**src/isq_consts.svh**
```systemverilog
`ifndef ISQ_CONSTS_SVH
`define ISQ_CONSTS_SVH
// Register byte addresses
`define ISQ_ADDR_CTRL_HI  8'h80
`define ISQ_ADDR_CTRL_LO  8'h81
`define ISQ_ADDR_START_HI 8'h82
`define ISQ_ADDR_START_MD 8'h83
`define ISQ_ADDR_START_LO 8'h84
`define ISQ_ADDR_STEP_HI  8'h85
`define ISQ_ADDR_STEP_MD  8'h86
`define ISQ_ADDR_STEP_LO  8'h87
`define ISQ_ADDR_PTS_HI   8'h88
`define ISQ_ADDR_PTS_LO   8'h89
`define ISQ_ADDR_SETL_HI  8'h8A
`define ISQ_ADDR_SETL_LO  8'h8B
`define ISQ_ADDR_STATUS   8'h8F
`define ISQ_ADDR_REAL_HI  8'h94
`define ISQ_ADDR_REAL_LO  8'h95
`define ISQ_ADDR_IMAG_HI  8'h96
`define ISQ_ADDR_IMAG_LO  8'h97
// Configuration window: high nibble and last low nibble
`define ISQ_CFG_PAGE      4'h8
`define ISQ_CFG_LAST      4'hB
// Command codes in the top nibble of the control high byte
`define ISQ_CMD_INIT      4'h1
`define ISQ_CMD_START     4'h2
`define ISQ_CMD_INCR      4'h3
`define ISQ_CMD_REPEAT    4'h4
`define ISQ_CMD_PDOWN     4'hA
`define ISQ_CMD_STBY      4'hB
// Field positions in the control high byte
`define ISQ_BIT_GAIN      0
`define ISQ_BIT_RANGE_LO  1
`define ISQ_BIT_RANGE_HI  2
// Status bit positions
`define ISQ_BIT_PDONE     2
`define ISQ_BIT_SDONE     3
// Reset value of every configuration byte
`define ISQ_CFG_RESET     8'h00
// Tone steps once every sixteen master clocks
`define ISQ_DDS_DIV_LAST  4'hF
// Last sample index of one transform
`define ISQ_DFT_LAST      10'h3FF
// Lowest accumulator bit kept in a result word
`define ISQ_RES_LSB       14
`endif

```
**src/isq_pkg.sv**
```systemverilog
package isq_pkg;
    // Sequencer states, one-hot
    typedef enum logic [5:0] {
        ISQ_OFF    = 6'b000001,
        ISQ_STBY   = 6'b000010,
        ISQ_INIT   = 6'b000100,
        ISQ_SETTLE = 6'b001000,
        ISQ_MEAS   = 6'b010000,
        ISQ_HOLD   = 6'b100000
    } isq_state_type;
    // Controls toward the analog front end
    typedef struct packed {
        logic [7:0] phase;
        logic [1:0] range;
        logic       gainFive;
        logic       pinsGrounded;
    } isq_tone_type;
    // One byte access from the serial interface
    typedef struct packed {
        logic [7:0] addr;
        logic [7:0] data;
        logic       write;
        logic       read;
    } isq_regreq_type;
endpackage

```
**src/isq_sweep_sequencer.sv**
```systemverilog
`timescale 1ns/100ps
`include "isq_consts.svh"
module isq_sweep_sequencer #(
    parameter int PHASE_W = 27,
    parameter int FREQ_W  = 24,
    parameter int ADC_W   = 12,
    parameter int PTS_W   = 9,
    parameter int ACC_W   = 30
) (
    // Clock and reset
    input  wire logic                    clock,
    input  wire logic                    rst_n,
    // Byte register port
    input  wire isq_pkg::isq_regreq_type regReq,
    output      logic [7:0]              regRdData,
    // ADC samples
    input  wire logic                    adcValid,
    input  wire logic [ADC_W-1:0]        adcSample,
    output      logic                    adcGate,
    // Analog front end
    output      isq_pkg::isq_tone_type   toneOut
);
    import isq_pkg::*;

    ////////////////////////////////////////////////////////////
    // State
    logic [7:0]              cfg_reg [0:11];   // Bytes 0x80..0x8B
    isq_state_type           state_reg;        // Sequencer state
    isq_state_type           state_next;
    logic [FREQ_W-1:0]       curFreq_reg;      // Frequency in use
    logic [PTS_W-1:0]        pointIdx_reg;     // Steps taken
    logic                    pointDone_reg;    // Point measured
    logic                    sweepDone_reg;    // All points done
    logic [PHASE_W-1:0]      phase_reg;        // Tone phase
    logic [3:0]              divCnt_reg;       // Tone divider
    logic [15:0]             settleCnt_reg;    // Tone cycles seen
    logic [9:0]              sampleCnt_reg;    // Samples taken
    logic signed [ACC_W-1:0] accRe_reg;        // Real sum
    logic signed [ACC_W-1:0] accIm_reg;        // Imaginary sum
    logic [15:0]             realRes_reg;      // Real result
    logic [15:0]             imagRes_reg;      // Imaginary result
    logic [7:0]              rdData_reg;       // Read data
    isq_tone_type            tone_reg;         // Front end word

    // Fetch a configuration byte by its bus address
    function automatic logic [7:0] cfgByte(input logic [7:0] a);
        cfgByte = cfg_reg[a[3:0]];
    endfunction

    // Eight-step cosine table, scaled to a signed byte
    function automatic logic signed [7:0] cosLut(
        input logic [2:0] i);
        case (i)
            3'h0:    cosLut = 8'sh7F;
            3'h1:    cosLut = 8'sh5A;
            3'h2:    cosLut = 8'sh00;
            3'h3:    cosLut = 8'shA6;
            3'h4:    cosLut = 8'sh81;
            3'h5:    cosLut = 8'shA6;
            3'h6:    cosLut = 8'sh00;
            default: cosLut = 8'sh5A;
        endcase
    endfunction

    ////////////////////////////////////////////////////////////
    // Register fields
    // start word bytes
    wire [FREQ_W-1:0] startFreq = {cfgByte(`ISQ_ADDR_START_HI),
        cfgByte(`ISQ_ADDR_START_MD), cfgByte(`ISQ_ADDR_START_LO)};
    wire [FREQ_W-1:0] stepFreq = {cfgByte(`ISQ_ADDR_STEP_HI),
        cfgByte(`ISQ_ADDR_STEP_MD), cfgByte(`ISQ_ADDR_STEP_LO)};
    wire [15:0] pointsWord = {cfgByte(`ISQ_ADDR_PTS_HI),
        cfgByte(`ISQ_ADDR_PTS_LO)};
    wire [PTS_W-1:0] numPoints = pointsWord[PTS_W-1:0];
    wire [15:0] settleTarget = {cfgByte(`ISQ_ADDR_SETL_HI),
        cfgByte(`ISQ_ADDR_SETL_LO)};
    wire [7:0] ctrlHi = cfgByte(`ISQ_ADDR_CTRL_HI);
    // Field names kept apart for readability
    wire rangeSelectHigh   = ctrlHi[`ISQ_BIT_RANGE_HI];
    wire rangeSelectLow    = ctrlHi[`ISQ_BIT_RANGE_LO];
    wire receiveGainSelect = ctrlHi[`ISQ_BIT_GAIN];

    ////////////////////////////////////////////////////////////
    // Bus decode
    wire       wrEn    = regReq.write;
    wire       cfgHit  = regReq.addr[7:4] == `ISQ_CFG_PAGE &&
                         regReq.addr[3:0] <= `ISQ_CFG_LAST;
    wire       wrCtrl  = wrEn && regReq.addr == `ISQ_ADDR_CTRL_HI;
    wire [3:0] cmdCode = regReq.data[7:4];
    wire cmdInit   = wrCtrl && cmdCode == `ISQ_CMD_INIT;
    wire cmdStart  = wrCtrl && cmdCode == `ISQ_CMD_START;
    wire cmdIncr   = wrCtrl && cmdCode == `ISQ_CMD_INCR;
    wire cmdRepeat = wrCtrl && cmdCode == `ISQ_CMD_REPEAT;
    wire cmdPdown  = wrCtrl && cmdCode == `ISQ_CMD_PDOWN;
    wire cmdStby   = wrCtrl && cmdCode == `ISQ_CMD_STBY;
    wire inStby  = state_reg == ISQ_STBY;
    wire inHold  = state_reg == ISQ_HOLD;
    // A start is only taken after standby or initialize
    wire startAcc = cmdStart &&
                    (inStby || state_reg == ISQ_INIT);
    // increments refused once the sweep is done
    wire incAcc = cmdIncr && inHold && !sweepDone_reg;
    // repeat stays on the current frequency
    wire repAcc = cmdRepeat && inHold;
    wire initAcc = cmdInit;

    ////////////////////////////////////////////////////////////
    // Tone generator
    wire tick    = divCnt_reg == `ISQ_DDS_DIV_LAST;
    // Phase is held at zero while the pins are grounded
    wire toneRun = !(inStby || state_reg == ISQ_OFF);
    wire [PHASE_W-1:0] phaseStep =
        {{(PHASE_W-FREQ_W){1'b0}}, curFreq_reg};
    wire [PHASE_W:0] phaseSum = {1'b0, phase_reg} +
                                {1'b0, phaseStep};
    wire wrap = tick && phaseSum[PHASE_W];
    wire [PHASE_W-1:0] phase_next = !toneRun ? '0 :
        (tick ? phaseSum[PHASE_W-1:0] : phase_reg);

    ////////////////////////////////////////////////////////////
    // Settling and transform
    // count whole tone cycles before sampling
    wire settleDone = settleCnt_reg >= settleTarget;
    wire [15:0] settleCnt_next =
        (state_reg != ISQ_SETTLE) ? 16'h0000 :
        (wrap ? settleCnt_reg + 16'h0001 : settleCnt_reg);
    wire sampleTake = state_reg == ISQ_MEAS && adcValid;
    // the last of 1024 samples ends the point
    wire measEnd = sampleTake && sampleCnt_reg == `ISQ_DFT_LAST;
    wire [2:0] refIdx = phase_reg[PHASE_W-1 -: 3];
    // Minus sine is the cosine a quarter turn later
    wire signed [7:0] cosRef = cosLut(refIdx);
    wire signed [7:0] sinNeg = cosLut(refIdx + 3'h2);
    wire signed [ADC_W+7:0] prodRe = $signed(adcSample) * cosRef;
    wire signed [ADC_W+7:0] prodIm = $signed(adcSample) * sinNeg;
    // First sample of a point restarts both sums
    wire signed [ACC_W-1:0] baseRe =
        sampleCnt_reg == 10'h000 ? '0 : accRe_reg;
    wire signed [ACC_W-1:0] baseIm =
        sampleCnt_reg == 10'h000 ? '0 : accIm_reg;
    wire signed [ACC_W-1:0] sumRe = baseRe + ACC_W'(prodRe);
    wire signed [ACC_W-1:0] sumIm = baseIm + ACC_W'(prodIm);

    ////////////////////////////////////////////////////////////
    // Sweep bookkeeping
    // step the frequency on each accepted increment
    wire [FREQ_W-1:0] curFreq_next =
        (initAcc || (startAcc && inStby)) ? startFreq :
        (incAcc ? FREQ_W'(curFreq_reg + stepFreq) : curFreq_reg);
    wire [PTS_W-1:0] pointIdx_next =
        (initAcc || startAcc) ? '0 :
        (incAcc ? PTS_W'(pointIdx_reg + 1'b1) : pointIdx_reg);
    // set wins over any clear in the same cycle
    wire pointDone_next = measEnd ? 1'b1 :
        ((incAcc || repAcc || initAcc || startAcc) ? 1'b0 :
         pointDone_reg);
    // last step reached when the count meets or passes the point count
    wire lastPoint = pointIdx_reg >= numPoints;
    wire sweepDone_next = (measEnd && lastPoint) ? 1'b1 :
        ((initAcc || startAcc) ? 1'b0 : sweepDone_reg);
    // two's complement slice of the sum
    wire [15:0] realRes_next = measEnd ?
        sumRe[`ISQ_RES_LSB +: 16] : realRes_reg;
    wire [15:0] imagRes_next = measEnd ?
        sumIm[`ISQ_RES_LSB +: 16] : imagRes_reg;

    ////////////////////////////////////////////////////////////
    // Read data
    wire [7:0] statusByte =
        (8'(sweepDone_reg) << `ISQ_BIT_SDONE) |
        (8'(pointDone_reg) << `ISQ_BIT_PDONE);
    // results readable at their byte pairs
    wire [7:0] rdByte =
        cfgHit ? cfgByte(regReq.addr) :
        regReq.addr == `ISQ_ADDR_STATUS  ? statusByte :
        regReq.addr == `ISQ_ADDR_REAL_HI ? realRes_reg[15:8] :
        regReq.addr == `ISQ_ADDR_REAL_LO ? realRes_reg[7:0] :
        regReq.addr == `ISQ_ADDR_IMAG_HI ? imagRes_reg[15:8] :
        regReq.addr == `ISQ_ADDR_IMAG_LO ? imagRes_reg[7:0] :
        8'h00;

    ////////////////////////////////////////////////////////////
    // Next state; mode commands override any sequence step
    always_comb begin
        state_next = state_reg;
        if (cmdPdown) begin
            state_next = ISQ_OFF;
        end else if (cmdStby) begin
            state_next = ISQ_STBY;
        end else if (initAcc) begin
            state_next = ISQ_INIT;
        end else begin
            case (state_reg)
                ISQ_OFF: begin
                    state_next = ISQ_OFF;
                end
                ISQ_STBY, ISQ_INIT: begin
                    // sweep begins on the start command
                    if (startAcc) state_next = ISQ_SETTLE;
                end
                ISQ_SETTLE: begin
                    if (settleDone) state_next = ISQ_MEAS;
                end
                ISQ_MEAS: begin
                    if (measEnd) state_next = ISQ_HOLD;
                end
                ISQ_HOLD: begin
                    // measure again after a step or repeat
                    if (incAcc || repAcc) state_next = ISQ_SETTLE;
                end
                default: begin
                    state_next = ISQ_OFF;
                end
            endcase
        end
    end

    ////////////////////////////////////////////////////////////
    // Configuration bytes; a command write also keeps its bits
    always_ff @(posedge clock) begin
        for (int i = 0; i < 12; i++) begin
            if (!rst_n) begin
                cfg_reg[i] <= `ISQ_CFG_RESET;
            end else if (wrEn && cfgHit && regReq.addr[3:0] == i) begin
                cfg_reg[i] <= regReq.data;
            end
        end
    end

    // Sequencer and tone
    always_ff @(posedge clock) begin
        if (!rst_n) begin
            state_reg     <= ISQ_OFF;
            curFreq_reg   <= '0;
            pointIdx_reg  <= '0;
            phase_reg     <= '0;
            divCnt_reg    <= 4'h0;
            settleCnt_reg <= 16'h0000;
        end else begin
            state_reg     <= state_next;
            curFreq_reg   <= curFreq_next;
            pointIdx_reg  <= pointIdx_next;
            phase_reg     <= phase_next;
            divCnt_reg    <= divCnt_reg + 4'h1;
            settleCnt_reg <= settleCnt_next;
        end
    end

    // Transform sums and flags
    always_ff @(posedge clock) begin
        if (!rst_n) begin
            sampleCnt_reg <= 10'h000;
            accRe_reg     <= '0;
            accIm_reg     <= '0;
            pointDone_reg <= 1'b0;
            sweepDone_reg <= 1'b0;
        end else begin
            if (state_reg != ISQ_MEAS) begin
                sampleCnt_reg <= 10'h000;
            end else if (sampleTake) begin
                sampleCnt_reg <= sampleCnt_reg + 10'h001;
                accRe_reg     <= sumRe;
                accIm_reg     <= sumIm;
            end
            pointDone_reg <= pointDone_next;
            sweepDone_reg <= sweepDone_next;
        end
    end

    // Results, read data and front end word
    always_ff @(posedge clock) begin
        if (!rst_n) begin
            realRes_reg <= 16'h0000;
            imagRes_reg <= 16'h0000;
            rdData_reg  <= 8'h00;
            tone_reg    <= '0;
        end else begin
            realRes_reg <= realRes_next;
            imagRes_reg <= imagRes_next;
            if (regReq.read) rdData_reg <= rdByte;
            tone_reg.phase        <= phase_reg[PHASE_W-1 -: 8];
            // amplitude range from the two range bits
            tone_reg.range        <= {rangeSelectHigh,
                                      rangeSelectLow};
            tone_reg.gainFive     <= !receiveGainSelect;
            // ground while the tone is stopped
            tone_reg.pinsGrounded <= !toneRun;
        end
    end

    assign regRdData = rdData_reg;
    assign toneOut   = tone_reg;
    // Gate is straight from the state flop
    assign adcGate   = state_reg == ISQ_MEAS;

    ////////////////////////////////////////////////////////////
    // Checks
    a_msb_zero: assert property (
        @(posedge clock) disable iff (!rst_n)
        phaseStep[PHASE_W-1:FREQ_W] == '0)
        else $error("frequency top bits not zero");

    a_point_done_set: assert property (
        @(posedge clock) disable iff (!rst_n)
        measEnd |=> pointDone_reg && state_reg == ISQ_HOLD)
        else $error("point done not raised");

    a_done_blocks_step: assert property (
        @(posedge clock) disable iff (!rst_n)
        sweepDone_reg && cmdIncr |=> $stable(curFreq_reg))
        else $error("step taken after sweep done");

    a_step_adds: assert property (
        @(posedge clock) disable iff (!rst_n)
        incAcc |=> curFreq_reg ==
            FREQ_W'($past(curFreq_reg) + $past(stepFreq)))
        else $error("increment did not add step");

    a_gate_after_settle: assert property (
        @(posedge clock) disable iff (!rst_n)
        $rose(adcGate) |-> $past(state_reg) == ISQ_SETTLE &&
            $past(settleDone))
        else $error("sampling before settling");

    a_sample_total: assert property (
        @(posedge clock) disable iff (!rst_n)
        measEnd |-> sampleCnt_reg == `ISQ_DFT_LAST && adcGate)
        else $error("point ended at wrong count");

    a_result_latch: assert property (
        @(posedge clock) disable iff (!rst_n)
        measEnd |=> realRes_reg == $past(sumRe[`ISQ_RES_LSB +: 16])
            && imagRes_reg == $past(sumIm[`ISQ_RES_LSB +: 16]))
        else $error("result not latched");

    a_repeat_clear: assert property (
        @(posedge clock) disable iff (!rst_n)
        repAcc |=> !pointDone_reg ##0 $stable(curFreq_reg))
        else $error("repeat did not clear flag");

    a_standby_ground: assert property (
        @(posedge clock) disable iff (!rst_n)
        cmdStby && !cmdPdown |=> ##2 toneOut.pinsGrounded)
        else $error("standby did not ground pins");

    a_gain_follow: assert property (
        @(posedge clock) disable iff (!rst_n)
        wrCtrl |=> ##1 toneOut.gainFive ==
            !$past(regReq.data[`ISQ_BIT_GAIN], 2))
        else $error("gain select not applied");

endmodule // isq_sweep_sequencer

```
**config.mk**
```make
export PLATFORM = sky130hd
export DESIGN_NAME = isq_sweep_sequencer
export DESIGN_NICKNAME = d
export VERILOG_FILES = /design/src/isq_pkg.sv /design/src/isq_sweep_sequencer.sv
export VERILOG_INCLUDE_DIRS = /design/src
export SDC_FILE = /design/constraint.sdc
export NUM_CORES = 1
export LEC_CHECK = 0
export ABC_AREA = 1
export ABC_CLOCK_PERIOD_IN_PS = 13310
export BUFFER_PORTS_ARGS = -buffer_cell sky130_fd_sc_hd__buf_2
export CAP_MARGIN = 40
export CORE_MARGIN = 5
export CORE_UTILIZATION = 38
export DETAILED_ROUTE_END_ITERATION = 8
export SLEW_MARGIN = 20
export SYNTH_ARGS = -nofsm -noshare
export SYNTH_HDL_FRONTEND = slang
export SYNTH_SLANG_ARGS = --single-unit
```
**constraint.sdc**
```tcl
create_clock -name clock -period 13.31 [get_ports clock]
set_input_delay 0.6655 -clock clock [delete_from_list [all_inputs] [get_ports clock]]
set_output_delay 0.6655 -clock clock [all_outputs]
set_load 0.03 [all_outputs]
```
; After elaboration in Yosys (flattened, before gate mapping)
; Memory sizes are Yosys's and may differ from the RTL's.
; Cells that the tools add are included.
[classes]
n_mux = 72
n_bitwise = 15
multipliers = 2
n_addsub = 9
magnitude_cmp = 3
n_reduce_logical = 62
n_eq_ne = 56
[ops]
columns = op, n
row1 = 8-bit two-way mux, 18
row2 = 8-bit case mux with 4 select lines, 2
row3 = 30-bit by 20-bit adder with 30-bit output, 2
row4 = 30-bit two-way mux, 2
row5 = "8-bit equality test, second input constant", 6
row6 = 24-bit two-way mux, 2
row7 = 1-bit two-way mux, 41
row8 = 12-bit by 8-bit multiplier with 20-bit output, 2
row9 = "4-bit equality test, second input constant", 8
row10 = 1-bit logical AND, 30
row11 = 27-bit by 24-bit adder with 28-bit output, 1
row12 = 24-bit adder, 1
row13 = 6-bit two-way mux, 4
row14 = 6-bit case mux with 4 select lines, 1
row15 = "4-bit by 3-bit equality test with 1-bit output, second input constant", 5
row16 = 2-bit OR reduction, 10
row17 = "3-bit equality test, second input constant", 6
row18 = "16-bit by 1-bit adder with 16-bit output, second input constant", 1
row19 = "4-bit by 2-bit equality test with 1-bit output, second input constant", 4
row20 = 16-bit greater-or-equal comparator, 1
row21 = "3-bit by 2-bit equality test with 1-bit output, second input constant", 4
row22 = 1-bit OR, 12
row23 = 4-bit AND reduction, 3
row24 = "10-bit by 1-bit adder with 10-bit output, second input constant", 1
row25 = 35 further kinds, 52
[word_totals]
wordCells = 240
out_inout_bits = 21
n_memories = 1
inputBits = 33
ramBits = 96
register_bits = 210
[mem_list]
columns = memory, words, word_bits, read_ports, rd_clocked_by_memory_dff, wr, line_no
row1 = cfg_reg, 12, 8, 12, 0, 12, isq_sweep_sequencer.sv:27  ; logic [7:0] cfg_reg [0:11];

; Longest topological paths before layout
[logic_depth]
ltp_word = 10
depth_mapped = 30

; Worst setup path after synthesis
; OpenSTA, ideal clock, no wires.
[synth_timing]
kind = input -> register
from = in adcSample[11]
to = reg accIm_reg[22]
arrival_ps = 6423
cell_stages = 20
path_slack_ps = 6831
path_cell_list = clkbuf_1 > inv_1 > nor2_1 > fa_1 > fa_1 > inv_1 > fa_1 > fa_1 > inv_1 > ha_1 > ha_1 > nand2_1 > nor2_1 > nand4_1 > o21ai_0 > a21oi_1 > or2_2 > nand3_1 > nand2_1 > inv_1
[synth_between]
elab_chain_cells = 2
[synth_rtl]
columns = element, line_no
row1 = "start, declared", isq_sweep_sequencer.sv:18  ; input wire logic [ADC_W-1:0] adcSample,
row2 = 12-bit by 8-bit multiplier with 20-bit output, isq_sweep_sequencer.sv:135  ; wire signed [ADC_W+7:0] prodIm = $signed(adcSample) * sinNeg;
row3 = 30-bit by 20-bit adder with 30-bit output, isq_sweep_sequencer.sv:142  ; wire signed [ACC_W-1:0] sumIm = baseIm + ACC_W'(prodIm);
row4 = "end signal, assigned", isq_sweep_sequencer.sv:263  ; accIm_reg <= sumIm;
row5 = "end, declared", isq_sweep_sequencer.sv:39  ; logic signed [ACC_W-1:0] accIm_reg;
; Every way passes these cells.
; A chain may end at the register's enable or synchronous reset.

; Final worst setup path
[layout_timing]
from = reg phase_reg[25]
to = reg accIm_reg[14]
[layout_between]
elab_chain_cells = 6
[layout_rtl]
columns = element, line_no
row1 = "start, declared", isq_sweep_sequencer.sv:34  ; logic [PHASE_W-1:0] phase_reg;
row2 = "start signal, assigned", isq_sweep_sequencer.sv:243  ; phase_reg <= phase_next;
row3 = 3-bit by 2-bit adder with 3-bit output (*), isq_sweep_sequencer.sv:133  ; wire signed [7:0] sinNeg = cosLut(refIdx + 3'h2);
row4 = 3-bit equality test / 3-bit by 2-bit equality test with 1-bit output (equally long branches), isq_sweep_sequencer.sv:53  ; case (i)
row5 = 2-bit OR reduction (no line), -
row6 = 8-bit case mux with 4 select lines (*), isq_sweep_sequencer.sv:53
row7 = 12-bit by 8-bit multiplier with 20-bit output (*), isq_sweep_sequencer.sv:135
row8 = 30-bit by 20-bit adder with 30-bit output (*), isq_sweep_sequencer.sv:142
; Every way passes the cells marked *; elsewhere a longest branch is shown, timed or not.

==> results.md <==
- Status: finished clean
- CTS root buf: clkbuf_16
- Die H: about 280 µm
- DRT iter0 DRCs: 1,749
- Core Box Area: 74,100 µm²
- Largest net degree at the start of global routing: 62
- Tightest Pin Transition: 0.848 ns
- Hold-fix buffers at CTS: 0
- CP Capture Type: register
- Fin Clk Skew: 0.0218 ns
- Crit path time final: around 7.3 ns
- Cell count after synthesis: between 3k and 4k
- Drc violations: 0
- Max Root-Sink Buffers: 3
- Final hold slack: 0.378 ns
- Hold Crit Start: adcValid
- First-pass DRT Iterations: 6
- Mapped Area: about 28,000 µm²
- Pwr Density: approximately 120 nW/µm²
- Total Die Area: between 70,000 and 80,000 µm²
- Slew HR: 43.4%
- Final Cycle Share: between 50% and 60%
- Final Hold Fails: 0
- Skew-Pair Late Insertion Delay: between 0.5 and 0.6 ns
- Clock transition at path regs: 0.06 ns
- Routed wire per std cell: between 15 and 20 µm
- Total GRT Usage: between 20 and 25%
- Syn Nets: around 4.2k
- Avg Inst Size Synth: between 7 and 8 µm²
- Slowest cell on crit path: a21boi_0
- Starting density of the core: 38.1%
- Worst path most repeated cell: nand2_1
- Cell taking the most area after synthesis: fa_1
- WL final: 82,700 µm
- Share of post-route cells with drive strength above 1: around 5.3%
- Synth Warn #: 0
- Top_reg_cell synth: dfxtp_1
- CP startpoint: phase_reg[25]
- Post-Layout Cell Count: around 4.7k
- Crit path kind: reg2reg
- I/O Buffers: 53
- Num CTS Buffers: 38
- GRT Residual Overflow: 0
- Netlist cell types: 55
- Worst VDD drop: approximately 0.11 mV
- Top-area cell type share of the netlist area: 19.4%
- EDFF count, synth: 96
- Delay-heaviest family, CP: adder cells
- Largest cells by area after synthesis: fa_1, dfxtp_1, edfxtp_1, inv_1, ha_1
- P_leak: roughly 0.015 µW
- Area Growth Syn to Fin: 9.23%
- Ant. Diodes: 0
- Nets: 4,205
- Worst hold path class: in2reg
- RSZ-0062 raised after global routing: no
- CTS tree: done
- DPL Wire Length: 64,900 µm
- Post-route ant nets: 0
- Max incr delay on CP: roughly 0.55 ns
- Placed instance count: between 4k and 5k
- Post-Layout Inst Area: a little over 30,000 µm²
- Row count: 100
- WP data required: roughly 14 ns
- CTS resizes: 0
- Critical path arrival: about 7.7 ns
- Setup TNS: 0 ns
- Area after DPL: between 20,000 and 30,000 µm²
- Final setup violation count: 0
- Postcts setup bufs: 0
- Final slew viol count: 0
- Yosys reg bits: approximately 300
- Startpoint Class: register
- Max-Cap Viols: 0
- Crit-path max FO: 12
- Die width: 283 µm
- Via count of the first global-routing pass: 23.6k
- Achievable Freq: about 0.14 GHz
- Synth async-reset ratio: 0%
- Via Count: 23.9k
- R2r startpoint: phase_reg[25]
- Clock tree sinks: between 300 and 400
- Number of flip-flops in the largest register: 96
- Vias per cell: between 5 and 6
- CP bufs+invs: 7
- Initial antenna violation count: 0
- I/O pin count: 54
- Post-synthesis sequential area ratio: about a quarter
- Gpl congestion: 0.921
- Global-route wire length before repair: 131,000 µm
- H-tree lvl count: 2
==> cell usage after synthesis, types with 2 or more instances <==
| cell type | count |
|---|---|
| o221ai_1 | 3 |
| a22oi_1 | 41 |
| ha_1 | 212 |
| inv_1 | 738 |
| xnor2_1 | 31 |
| buf_1 | 6 |
| dfxtp_1 | 210 |
| nand3_2 | 4 |
| buf_2 | 13 |
| a211oi_1 | 7 |
| nand3_1 | 167 |
| edfxtp_1 | 96 |
| nor2_1 | 410 |
| nor4_1 | 6 |
| clkbuf_2 | 3 |
| nand4_1 | 57 |
| o21ai_1 | 6 |
| nor3_2 | 3 |
| a21boi_0 | 8 |
| fa_1 | 274 |
| o22ai_1 | 3 |
| a21o_1 | 10 |
| nor2_2 | 11 |
| o211ai_1 | 44 |
| o21a_1 | 23 |
| clkbuf_1 | 65 |
| nor2_4 | 4 |
| o2111ai_1 | 5 |
| o21bai_1 | 19 |
| nand2_2 | 4 |
| nor3_1 | 37 |
| nand2_1 | 615 |
| o21ai_0 | 164 |
| inv_2 | 8 |
| a31oi_1 | 4 |
| buf_4 | 3 |
| or2_2 | 10 |
| a21oi_1 | 246 |
| nor3b_1 | 4 |
| nand3b_1 | 14 |
| o31ai_1 | 5 |
| nand2b_1 | 2 |
| xor2_1 | 42 |
| or2_0 | 3 |
==> worst paths after layout <==
path	end	slack (ns)	depth (start not counted)
worst max-delay path	accIm_reg[14]	6.04	26
worst min-delay path	sampleCnt_reg[0]	0.38	3
worst max register to register	accIm_reg[14]	6.04	26
worst min register to register	divCnt_reg[0]	0.45	1
==> cells in the final DEF, fill, tap and decap left out, drive strengths merged, types with 85 or more instances in the layout <==
cell type and n:
buf 85, nand2 619, inv 748, ha 212, nand3 171, a21oi 246
edfxtp 96, dfxtp 210, nor2 425, o21ai 170, fa 274
==> area by class of cell <==
class,count,area (µm²)
timing repair buffer,85,554
clock buffer,49,1010
sequential,306,7090
fill,7688,43200
clock inverter,19,174
inverter,747,2800
multi-input combinational,2508,18000
tap,969,1210
==> stage by stage <==
step                      total power, µW  setup slack, ns  utilization [%]
final                                3650             6.04             41.6
after global routing                 3920             5.63             41.6
after CTS                            3670             6.16             41.6
after detailed placement             2640             6.18             40.0
after global placement               2620             6.11             39.8
after floorplan                      2200             6.83                -
==> power by group <==
group,total (µW),leakage [µW],internal [µW],switching (µW)
sequential,992,0.00261,979,12.7
clock,1020,0.000569,566,454
combinational,1630,0.0118,572,1060
==> worst min-delay path, cell delays in order <==
cell	delay, ns
buf_2	0.12
nand2_1	0.06
a21oi_1	0.05
==> metal layers <==
| layer | vias to the layer above | global-route usage [%] | part of all wire [%] |
|---|---|---|---|
| met5 | - | 0 | 0 |
| met4 | 0 | 5.46 | 2.7 |
| met3 | 120 | 2.81 | 5.2 |
| met2 | 616 | 34.8 | 47 |
| met1 | 11434 | 28.6 | 45 |
| li1 | 11706 | - | - |
==> kinds of logic after synthesis <==
group,synth area share (%)
flops,25.1
buf+inv,11.2
compound gates,12.1
simple gates,20.4
xor+xnor,2.27
fa+ha+maj,28.8
mux,0.0355
(Power assumes the default switching activity.)
